==> src/logic/ser_pkg.sv <==
/*
 Constants shared by the clocked serial unit and its clock generator.
 Assumes an 8-bit special function register bus with 16-bit addresses.
*/
// Functional notes
// Three modes: stopped, three-line, two-line
// Three-line: 8 bits out and in together
// Most significant bit always goes first
// Two-line: clock plus one shared data line
// Shift register converts, stepped by serial clock
// Start needs enable; write, or receive-only read
// Transmit drives written byte onto data output
// Receive captures data input into shift register
// Shift register resets zero, byte access only
// Software avoids shift register during transfer
// Enable low: stop, clear counter, release pins
// Mode bit picks transmit/receive or receive-only
// Clock select: external, timer, /8, /128
// Mode register layout, zero bits, bit writes
// Wire register bit 0 picks two-line mode
// Shared pin direction follows mode bit
// Data input stays free when only sending
// After eight bits stop, park clock, flag
// Change data on fall, sample on rise
package ser_pkg;
    localparam logic [15:0] MODE_ADDR = 16'hffaa;
    localparam logic [15:0] WIRE_ADDR = 16'hffab;
    localparam logic [15:0] DATA_ADDR = 16'hffac;
    localparam logic [7:0] RST_VAL = 8'h00;
    localparam logic [7:0] MODE_MASK = 8'h87;
    localparam logic [7:0] WIRE_MASK = 8'h01;
    localparam int EN_BIT = 7;
    localparam int RX_BIT = 2;
    localparam int TWO_BIT = 0;
    localparam logic [1:0] SEL_EXT = 2'h0;
    localparam logic [1:0] SEL_TMR = 2'h1;
    localparam logic [1:0] SEL_DIV8 = 2'h2;
    localparam logic [1:0] SEL_DIV128 = 2'h3;
    localparam int DIV8 = 8;
    localparam int DIV128 = 128;
    localparam logic [5:0] HALF8 = 6'(DIV8 / 2 - 1);
    localparam logic [5:0] HALF128 = 6'(DIV128 / 2 - 1);
    localparam logic [2:0] LAST_BIT = 3'h7;
endpackage

==> src/logic/sclk_if.sv <==
/*
 Signals between the serial unit core and its clock generator.
 Assumes both ends run on the same system clock.
*/
`timescale 1ns/1ns
interface sclk_if;
    logic [1:0] sel;
    logic run;
    logic ext_lvl;
    logic tmr_lvl;
    logic fall;
    logic rise;
    logic sck;
    modport gen (input sel, input run, input ext_lvl, input tmr_lvl,
        output fall, output rise, output sck);
    modport core (output sel, output run, output ext_lvl, output tmr_lvl,
        input fall, input rise, input sck);
endinterface

==> src/logic/sclk_gen.sv <==
/*
 Serial clock generator: divides the system clock or follows an
 external or timer clock, and reports falling and rising edges.
 Assumes the external level is already synchronised.
*/
`timescale 1ns/1ns
module sclk_gen
(
    input wire logic clk,
    input wire logic rst_n,
    sclk_if.gen s
);
    logic [5:0] div_r;
    logic sck_r;
    logic prev_r;
    logic fall_r;
    logic rise_r;
    logic internal;
    logic src_lvl;
    logic [5:0] half;
    logic tgl;

    // Source and divider terminal count
    assign internal = (s.sel == ser_pkg::SEL_DIV8) || (s.sel == ser_pkg::SEL_DIV128);
    assign src_lvl = (s.sel == ser_pkg::SEL_EXT) ? s.ext_lvl : s.tmr_lvl;
    assign half = (s.sel == ser_pkg::SEL_DIV8) ? ser_pkg::HALF8 : ser_pkg::HALF128;
    assign tgl = s.run && internal && (div_r == half);

    // Half period counter
    always_ff @(posedge clk or negedge rst_n)
    begin
        if (!rst_n)
            div_r <= 6'h00;
        else if (!s.run || !internal || tgl)
            div_r <= 6'h00;
        else
            div_r <= div_r + 6'h01;
    end

    // Serial clock level, parked high when idle
    always_ff @(posedge clk or negedge rst_n)
    begin
        if (!rst_n)
            sck_r <= 1'b1;
        else if (!s.run)
            sck_r <= 1'b1;
        else if (tgl)
            sck_r <= !sck_r;
        else if (!internal)
            sck_r <= src_lvl;
    end

    // Edge pulses
    always_ff @(posedge clk or negedge rst_n)
    begin
        if (!rst_n)
        begin
            prev_r <= 1'b1;
            fall_r <= 1'b0;
            rise_r <= 1'b0;
        end
        else
        begin
            prev_r <= src_lvl;
            fall_r <= s.run && (internal ? (tgl && sck_r) : (prev_r && !src_lvl));
            rise_r <= s.run && (internal ? (tgl && !sck_r) : (!prev_r && src_lvl));
        end
    end

    assign s.fall = fall_r;
    assign s.rise = rise_r;
    assign s.sck = sck_r;
endmodule // sclk_gen

==> src/logic/serial_unit.sv <==
/*
 Clocked serial unit with three-line and two-line modes, MSB first,
 with mode, wire-count and shift registers on the SFR bus.
 Assumes single-cycle SFR strobes on clk and open pins outside.
*/
`timescale 1ns/1ns
module serial_unit
(
    input wire logic clk,
    input wire logic rst_n,
    input wire logic [15:0] sfr_addr,
    input wire logic [7:0] sfr_wdata,
    input wire logic sfr_wr,
    input wire logic sfr_rd,
    input wire logic sfr_bit_wr,
    input wire logic [2:0] sfr_bit_idx,
    input wire logic sfr_bit_val,
    output logic [7:0] sfr_rdata,
    input wire logic timer_output_clock,
    input wire logic serial_clock_pin_in,
    output logic serial_clock_pin_out,
    output logic serial_clock_pin_oe_n,
    input wire logic serial_data_out_pin_in,
    output logic serial_data_out_pin_out,
    output logic serial_data_out_pin_oe_n,
    input wire logic serial_data_in_pin,
    output logic transfer_done_irq
);
    typedef enum logic [1:0] {
        ST_IDLE = 2'b01,
        ST_SHIFT = 2'b10
    } st_e;

    st_e st_r;
    st_e st_nxt;
    logic [7:0] mode_r;
    logic [7:0] wire_r;
    logic [7:0] sh_r;
    logic [2:0] cnt_r;
    logic so_r;
    logic done_r;
    logic [7:0] rdata_r;
    logic sck_out_r;
    logic sck_oe_n_r;
    logic dout_oe_n_r;
    logic [2:0] s1_r;
    logic [2:0] s2_r;
    logic [2:0] s3_r;
    logic [2:0] filt_r;
    logic [2:0] agree;
    logic en;
    logic rx_only;
    logic two_wire;
    logic internal;
    logic din;
    logic wr_mode;
    logic wr_wire;
    logic wr_data;
    logic rd_data;
    logic start;
    logic last;

    sclk_if sif ();

    //------------------------------------------------------------
    // Field decode
    //------------------------------------------------------------

    // Mode fields and access strobes
    assign en = mode_r[ser_pkg::EN_BIT];
    assign rx_only = mode_r[ser_pkg::RX_BIT];
    assign two_wire = wire_r[ser_pkg::TWO_BIT];
    assign internal = (sif.sel == ser_pkg::SEL_DIV8) || (sif.sel == ser_pkg::SEL_DIV128);
    assign wr_mode = (sfr_wr || sfr_bit_wr) && sfr_addr == ser_pkg::MODE_ADDR;
    assign wr_wire = (sfr_wr || sfr_bit_wr) && sfr_addr == ser_pkg::WIRE_ADDR;
    assign wr_data = sfr_wr && sfr_addr == ser_pkg::DATA_ADDR;
    assign rd_data = sfr_rd && sfr_addr == ser_pkg::DATA_ADDR;

    // Start: write in transmit/receive, read in receive-only
    assign start = en && st_r == ST_IDLE
        && (rx_only ? rd_data : wr_data);
    assign last = sif.rise && cnt_r == ser_pkg::LAST_BIT;

    //------------------------------------------------------------
    // Pin synchronisers
    //------------------------------------------------------------

    // Three stages; a change counts once stages two and three agree
    assign agree = ~(s2_r ^ s3_r);

    always_ff @(posedge clk or negedge rst_n)
    begin
        if (!rst_n)
        begin
            s1_r <= 3'h7;
            s2_r <= 3'h7;
            s3_r <= 3'h7;
            filt_r <= 3'h7;
        end
        else
        begin
            s1_r <= {serial_clock_pin_in, serial_data_out_pin_in, serial_data_in_pin};
            s2_r <= s1_r;
            s3_r <= s2_r;
            filt_r <= (s3_r & agree) | (filt_r & ~agree);
        end
    end

    // Receive line: shared pin in two-line mode, else input pin
    assign din = two_wire ? filt_r[1] : filt_r[0];

    //------------------------------------------------------------
    // Clock generator
    //------------------------------------------------------------

    // Run only while shifting
    assign sif.sel = mode_r[1:0];
    assign sif.run = st_r == ST_SHIFT;
    assign sif.ext_lvl = filt_r[2];
    assign sif.tmr_lvl = timer_output_clock;

    sclk_gen u_gen
    (
        .clk(clk),
        .rst_n(rst_n),
        .s(sif.gen)
    );

    //------------------------------------------------------------
    // Registers
    //------------------------------------------------------------

    // Mode register, byte or bit writable, zeros in bits 6-3
    always_ff @(posedge clk or negedge rst_n)
    begin
        if (!rst_n)
            mode_r <= ser_pkg::RST_VAL;
        else if (wr_mode && sfr_wr)
            mode_r <= sfr_wdata & ser_pkg::MODE_MASK;
        else if (wr_mode)
        begin
            mode_r[sfr_bit_idx] <= sfr_bit_val & ser_pkg::MODE_MASK[sfr_bit_idx];
        end
    end

    // Wire-count register, only bit 0 stored
    always_ff @(posedge clk or negedge rst_n)
    begin
        if (!rst_n)
            wire_r <= ser_pkg::RST_VAL;
        else if (wr_wire && sfr_wr)
            wire_r <= sfr_wdata & ser_pkg::WIRE_MASK;
        else if (wr_wire)
        begin
            wire_r[sfr_bit_idx] <= sfr_bit_val & ser_pkg::WIRE_MASK[sfr_bit_idx];
        end
    end

    // Read data, unmapped addresses read zero
    always_ff @(posedge clk or negedge rst_n)
    begin
        if (!rst_n)
            rdata_r <= ser_pkg::RST_VAL;
        else if (sfr_rd)
        begin
            unique case (sfr_addr)
                ser_pkg::MODE_ADDR: rdata_r <= mode_r;
                ser_pkg::WIRE_ADDR: rdata_r <= wire_r;
                ser_pkg::DATA_ADDR: rdata_r <= sh_r;
                default: rdata_r <= ser_pkg::RST_VAL;
            endcase
        end
    end

    //------------------------------------------------------------
    // Transfer control
    //------------------------------------------------------------

    // State sequence
    always_comb
    begin
        st_nxt = st_r;
        unique case (st_r)
            ST_IDLE: if (start) st_nxt = ST_SHIFT;
            ST_SHIFT: if (last) st_nxt = ST_IDLE;
            default: st_nxt = ST_IDLE;
        endcase
        if (!en)
            st_nxt = ST_IDLE;
    end

    always_ff @(posedge clk or negedge rst_n)
    begin
        if (!rst_n)
            st_r <= ST_IDLE;
        else
            st_r <= st_nxt;
    end

    // Bit counter, cleared while disabled
    always_ff @(posedge clk or negedge rst_n)
    begin
        if (!rst_n)
            cnt_r <= 3'h0;
        else if (!en || start)
            cnt_r <= 3'h0;
        else if (st_r == ST_SHIFT && sif.rise)
            cnt_r <= cnt_r + 3'h1;
    end

    // Shift register: load idle writes unless receive-only, shift in on rising edge
    always_ff @(posedge clk or negedge rst_n)
    begin
        if (!rst_n)
            sh_r <= ser_pkg::RST_VAL;
        else if (wr_data && st_r == ST_IDLE && !rx_only)
            sh_r <= sfr_wdata;
        else if (st_r == ST_SHIFT && en && sif.rise)
            sh_r <= {sh_r[6:0], din};
    end

    // Output latch takes the MSB on the falling edge
    always_ff @(posedge clk or negedge rst_n)
    begin
        if (!rst_n)
            so_r <= 1'b0;
        else if (st_r == ST_SHIFT && sif.fall)
            so_r <= sh_r[7];
    end

    // Completion pulse
    always_ff @(posedge clk or negedge rst_n)
    begin
        if (!rst_n)
            done_r <= 1'b0;
        else
            done_r <= st_r == ST_SHIFT && en && last;
    end

    //------------------------------------------------------------
    // Pin drivers
    //------------------------------------------------------------

    // Clock driven only from an internal source while enabled
    always_ff @(posedge clk or negedge rst_n)
    begin
        if (!rst_n)
        begin
            sck_out_r <= 1'b1;
            sck_oe_n_r <= 1'b1;
            dout_oe_n_r <= 1'b1;
        end
        else
        begin
            sck_out_r <= sif.sck;
            sck_oe_n_r <= !(en && internal);
            dout_oe_n_r <= !(en && !rx_only);
        end
    end

    assign serial_clock_pin_out = sck_out_r;
    assign serial_clock_pin_oe_n = sck_oe_n_r;
    assign serial_data_out_pin_out = so_r;
    assign serial_data_out_pin_oe_n = dout_oe_n_r;
    assign sfr_rdata = rdata_r;
    assign transfer_done_irq = done_r;
endmodule // serial_unit

==> config.mk <==
export PLATFORM = sky130hd
export DESIGN_NAME = serial_unit
export DESIGN_NICKNAME = d
export VERILOG_FILES = /design/src/logic/ser_pkg.sv /design/src/logic/sclk_if.sv /design/src/logic/sclk_gen.sv /design/src/logic/serial_unit.sv
export SDC_FILE = /design/constraint.sdc
export NUM_CORES = 1
export LEC_CHECK = 0
export ABC_AREA = 1
export BUFFER_PORTS_ARGS = -buffer_cell sky130_fd_sc_hd__buf_2
export CORE_ASPECT_RATIO = 1.2
export CORE_UTILIZATION = 56
export CTS_CLUSTER_SIZE = 12
export DETAILED_ROUTE_END_ITERATION = 8
export PLACE_DENSITY_LB_ADDON = 0.08
export SETUP_SLACK_MARGIN = 0.02
export SLEW_MARGIN = 20
export SYNTH_ARGS = -nofsm -noshare
export SYNTH_HDL_FRONTEND = slang
export SYNTH_SLANG_ARGS = --single-unit
==> constraint.sdc <==
create_clock -name clk -period 1.6 [get_ports clk]
set_input_delay 0.16 -clock clk [delete_from_list [all_inputs] [get_ports clk]]
set_output_delay 0.16 -clock clk [all_outputs]
set_load 0.02 [all_outputs]
### Word level (Yosys, flattened, before mapping)

Memories as Yosys holds them, arrays and structs flattened.
Cells that the tools add are included.
W data, S select, Z words.

| word-level totals | value |
|---|---|
| register bits | 64 |
| bits in latches | 0 |
| memory bits (writable) | 0 |
| memory bits (read-only) | 16 |
| input bits | 37 |
| word-level logic and storage cells | 122 |
| memories kept | 2 |

Memories:

| name | words | bits a word | read ports | clocked after Yosys merged registers in | wr ports | RTL line | RTL |
|---|---|---|---|---|---|---|---|
| (name not given) | 8 | 1 | 1 | 0 | 0 | serial_unit.sv:155 | `wire_r[sfr_bit_idx] <= sfr_bit_val & ser_pkg::WIRE_MASK[sfr_bit_idx];` |
| (name not given) | 8 | 1 | 1 | 0 | 0 | serial_unit.sv:142 | `mode_r[sfr_bit_idx] <= sfr_bit_val & ser_pkg::MODE_MASK[sfr_bit_idx];` |

| operators by class | value |
|---|---|
| $add $sub $neg | 2 |
| $mul | 0 |
| divide/modulo/power cells | 0 |
| $lt $le $gt $ge | 2 |
| eq/ne operators | 12 |
| shift operators | 0 |
| multiplexer cells | 29 |
| bitwise logic cells | 8 |
| reductions and logical operators | 47 |

Operator list:

| cell | count |
|---|---|
| $eq A16 B16 Y1 const B | 3 |
| $mux W8 | 6 |
| $logic_and A1 B1 Y1 | 27 |
| $pmux W8 S3 | 1 |
| $bwmux W8 | 2 |
| $mux W6 | 2 |
| $mux W1 | 11 |
| $logic_not A1 Y1 | 9 |
| $ne A3 B3 Y1 const B | 3 |
| $reduce_bool A2 Y1 | 4 |
| $add A6 B1 Y6 const B | 1 |
| $and A3 B3 Y3 | 2 |
| $eq A2 B2 Y1 const B | 3 |
| $eq A6 B6 Y1 | 1 |
| $mux W2 | 3 |
| $mux W3 | 2 |
| $not A3 Y3 | 2 |
| $logic_or A1 B1 Y1 | 5 |
| $lt A3 B4 Y1 const B | 1 |
| $pmux W2 S2 | 1 |
| $add A3 B1 Y3 const B | 1 |
| $demux W1 S3 | 1 |
| $eq A3 B3 Y1 const B | 1 |
| $ge A3 B1 Y1 const B | 1 |
| other kinds (6) | 7 |

### Logic depth before layout (Yosys ltp)

| logic depth | value |
|---|---|
| depth in word-level cells | 7 |
| mapped depth | 10 |
| gate-level depth less buffers | 9 |

### Modules after synthesis

Synthesis repeated with hierarchy kept, for this count alone.

| second synthesis, totals | value |
|---|---|
| cell total of the unflattened synthesis | 399 |
| area total of the unflattened synthesis | 3295.7 um2 |

Modules (own cells, without submodules):

| module | times used | cells an instance | area each (um2) | seq. area each (um2) |
|---|---|---|---|---|
| serial_unit | 1 | 328 | 2740.1 | 1371.3 |
| sclk_gen | 1 | 71 | 555.5 | 252.7 |

### Least setup slack after synthesis

No wires, ideal clock.

| timing | value |
|---|---|
| path kind | reg-to-reg |
| start | register st_r[0] |
| end | register sh_r[1] |
| library setup time | 127 ps |
| arrival | 1218 ps |
| data required time | 1473 ps |
| path slack | 255 ps |
| stages on the path, launching flop included | 7 |
| clock period less this slack | 1345 ps |
| cell sequence | dfstp_2 -> nand2_1 -> nor2_2 -> nand3_4 -> buf_6 -> nand3_1 -> o211ai_2 |

| on the way | value |
|---|---|
| longest elaborated chain between the ends | 4 |
| elaborated cells on any way between the ends | 8 |

RTL lines:

| element | RTL line | RTL |
|---|---|---|
| start, declared | serial_unit.sv:34 | `st_e st_r;` |
| start signal, assigned | serial_unit.sv:197 | `st_r <= st_nxt;` |
| $eq A2 B1 Y1 / $eq A2 B2 Y1 (equally long branches) | serial_unit.sv:216, serial_unit.sv:218 |  |
| $logic_and A1 B1 Y1, on equally long branches (2 in a row) | serial_unit.sv:216, serial_unit.sv:218 |  |
| $mux W8 / $reduce_bool A2 Y1 (equally long branches) | -- |  |
| end signal, assigned | serial_unit.sv:215 | `sh_r <= ser_pkg::RST_VAL;` |
| end signal, assigned | serial_unit.sv:217 | `sh_r <= sfr_wdata;` |
| end signal, assigned | serial_unit.sv:219 | `sh_r <= {sh_r[6:0], din};` |
| end, declared | serial_unit.sv:38 | `logic [7:0] sh_r;` |

Parallel ways exist; a longest one is shown, timed or not.
A chain may end at the register's enable or synchronous reset.

### Worst setup path in the final report

| timing | value |
|---|---|
| start | register st_r[0] |
| end | register sh_r[0] |

Same word-level chain as after synthesis.

==> results.sh <==
export IMPL_cpMaxStageDelayCell="dfstp_2"
export IMPL_setup_viol=0
export IMPL_swShare=0.2274
export IMPL_crit_required_ps=1810
export IMPL_synth_xor_xnor_area_share=0.01104
export IMPL_cts_tree="yes"
export IMPL_crit_family="simple AND/OR/NAND/NOR gates"
export IMPL_pwr_share_clk=0.460
export IMPL_clockRootBuffer="clkbuf_8"
export IMPL_vdd_drop_max_uv=691.4
export IMPL_cp_arrival_ps=1660
export IMPL_seq_area_mm2=0.001624
export IMPL_grt_pass1_vias=2524
export IMPL_hold_violations=0
export IMPL_p_total_mw=3.437
export IMPL_placed_area_mm2=0.003508
export IMPL_endpoint_kind="flop"
export IMPL_core_mm2=0.005370
export IMPL_fin_util=0.7034
export IMPL_yosys_area_share_simple=0.2981
export IMPL_violations="design-rule violations"
export IMPL_clock_latency_ps=340
export IMPL_switchingPower_mw=0.7816
export IMPL_finalCritPeriodShare=0.9019
export IMPL_synth_most_common_cell="nand2_1"
export IMPL_synth_top_area_frac=0.3628
export IMPL_synth_top_family_by_area="simple AND/OR/NAND/NOR gates"
export IMPL_syn_avg_cell_area_um2=8.670
export IMPL_synth_top_flop_cell="dfrtp_1"
export IMPL_power_density_mw_per_mm2=909.8
export IMPL_dp_hpwl_um=4797
export IMPL_synth_seq_cells=64
export IMPL_die_h_um=84.46
export IMPL_status="finished, violations left"
export IMPL_fin_skew_ps=10.74
export IMPL_crit_type="flop to flop"
export IMPL_synth_cell_types=38
export IMPL_final_setup_tns_ps=0
export IMPL_final_nets=470
export IMPL_synth_edf_count=0
export IMPL_synth_compound_gate_area_share=0.07847
export IMPL_startpoint_type="flop"
export IMPL_combPwrFrac=0.055
export IMPL_grt_use_total=0.2514
export IMPL_path_buf_inv=0
export IMPL_stdcell_area_mm2=0.003777
export IMPL_viasPerCell=5.296
export IMPL_cap_violations=0
export IMPL_vias=2632
export IMPL_relSlewSlack=0.7180
export IMPL_worstMarginPinSlew_ps=420.7
export IMPL_min_path_type="input pin to flop"
export IMPL_antenna_found_initial=0
export IMPL_diodes=0
export IMPL_cts_htree_levels=3
export IMPL_numCtsBuffers=9
export IMPL_power_internal_mw=2.655
export IMPL_syn_inst=366
export IMPL_post_drt_wl_per_cell_um=13.41
export IMPL_drc=4
export IMPL_grt_pass1_wl_um=11660
export IMPL_cts_setup_buffers=0
export IMPL_drtPass1Iterations=7
export IMPL_clk_path_buf_depth=2
export IMPL_slowest_delay_ps=570
export IMPL_drtIter0Drc=161
export IMPL_die_width_um=70.72
export IMPL_start_util=0.5909
export IMPL_drive_above_1_share=0.2828
export IMPL_synthMuxAreaShare=0.003549
export IMPL_drt_wl_total_um=6666
export IMPL_port_buffers=49
export IMPL_clk_pin_slew_ps=80
export IMPL_dieArea_mm2=0.005973
export IMPL_finalWeightedCongestion=0.8442
export IMPL_slew_viol_final=0
export IMPL_cts_hold_buf=4
export IMPL_leakage_nw=1.939
export IMPL_fmax_mhz=693.0
export IMPL_num_rows=29
export IMPL_antenna_left=0
export IMPL_ios=50
export IMPL_seq_area_frac_synth=0.5118
export IMPL_period_minus_slack_ps=1443
export IMPL_path_cells="nand2_1 > nor2_2 > nand3_4 > nand3_1 > o211ai_2"
export IMPL_pwr_share_seq=0.485
export IMPL_yosys_top_cells_area="dfrtp_1 (36%), dfstp_2 (15%), nand2_1 (11%), nand3_1 (8.2%), inv_1 (4.7%)"
export IMPL_grt_max_degree=65
export IMPL_async_flop_share=1.000
export IMPL_synth_fa_ha_area_frac=0.02129
export IMPL_area_growth_pct=19.05
export IMPL_globalRouteOverflowTotal=0
export IMPL_crit_fanout=13
export IMPL_netlist_area_mm2=0.003173
export IMPL_synth_top_cells_by_count="nand2_1 (89), nand3_1 (52), dfrtp_1 (46), inv_1 (40), nor2_1 (26)"
export IMPL_multiInputGateArea_mm2=0.001309
export IMPL_synth_nets=406
export IMPL_rsz0062_at_grt="false"
export IMPL_num_fill_cells=450
export IMPL_clock_sinks=64
export IMPL_yosysWarnings=0
export IMPL_cts_resized=0
export IMPL_synth_top_cell_by_area="dfrtp_1"
layout make-up:
cell class	instances	share of cell area
Clock buffer	10	0.03644
Clock inverter	6	0.02418
Inverter	46	0.04571
Multi-Input combinational cell	247	0.3465
Sequential cell	64	0.4299
Tap cell	62	0.02054
Timing Repair Buffer	62	0.09672
placed cells by master, fill, tap and decap left out, types with 3 or more instances in the layout:
cell type | Yosys | final
o211ai_2 | 4 | 4
dfrtp_1 | 46 | 46
o21ai_0 | 16 | 16
xor2_1 | 3 | 3
a31oi_1 | 3 | 3
a21oi_1 | 5 | 5
maj3_1 | 3 | 3
nor3_1 | 3 | 3
o21ai_1 | 3 | 3
nand3_1 | 52 | 52
buf_2 | 2 | 49
clkbuf_8 | 0 | 10
nand2_1 | 89 | 89
nand2_2 | 4 | 4
inv_2 | 6 | 6
nand4_1 | 10 | 10
buf_4 | 2 | 8
ha_1 | 3 | 3
nor2_1 | 26 | 26
dlygate4sd3_1 | 0 | 4
inv_1 | 40 | 40
dfstp_2 | 18 | 18
nor2_4 | 5 | 5
routing by layer:
| layer | track usage | part of all wire |
|---|---|---|
| met1 | 0.3333 | 0.44 |
| met2 | 0.4108 | 0.51 |
| met3 | 0.04922 | 0.040 |
| met4 | 0.09273 | 0.011 |
| met5 | 0 | 0 |
through the flow:
step | cells | setup slack (ps) | hold slack [ps]
6_report | 497 | 157.0 | 44.01
5_1_grt | 497 | 67.11 | 35.41
4_1_cts | 497 | 163.7 | 36.36
3_5_place_dp | 477 | 191.2 | 197.4
3_3_place_gp | 477 | 230.6 | 193.7
2_1_floorplan | 366 | 254.7 | -135.6
flip-flops by register name, indices dropped and copies added (netlist names), 2 cells and up, named ones only:
| register | flops |
|---|---|
| st_r | 2 |
| sfr_rdata | 8 |
| s1_r | 3 |
| u_gen.div_r | 6 |
| mode_r | 8 |
| wire_r | 8 |
| cnt_r | 3 |
| sh_r | 8 |
| s2_r | 3 |
| s3_r | 3 |
worst register-to-register path: stages, from the launching register on:
cell	delay, ps
dfstp_2	570
nand2_1	90
nor2_2	230
nand3_4	210
nand3_1	150
o211ai_2	80
final timing paths:
path / slack (ps) / startpoint / depth (start not counted) / end
worst min-delay path: 40 / sfr_wdata[6] / 3 / sh_r[6]$_DFFE_PN0P_
max in group asynchronous: 920 / rst_n / 3 / s2_r[2]$_DFF_PN1_
min in group asynchronous: 360 / rst_n / 3 / cnt_r[0]$_DFFE_PN0P_
worst min register to register: 360 / s1_r[0]$_DFF_PN1_ / 0 / s2_r[0]$_DFF_PN1_
worst max-delay path: 160 / st_r[0]$_DFFE_PN1P_ / 5 / sh_r[0]$_DFFE_PN0P_
worst max register to register: 160 / st_r[0]$_DFFE_PN1P_ / 5 / sh_r[0]$_DFFE_PN0P_
power groups by stage:
stage,Sequential [mW],Combinational (mW),Clock [mW]
global route,1.67,0.215,1.68
floorplan,1.69,0.0776,0
global placement,1.70,0.180,0
CTS,1.67,0.192,1.60
finish,1.67,0.188,1.58
detailed placement,1.70,0.184,0
cell families after synthesis:
kind of cell / after synthesis
fa+ha+maj: 6
xor+xnor: 4
mux: 1
compound gates: 37
buf+inv: 55
simple gates: 199
flops: 64
Power figures use the tool's default switching activity.
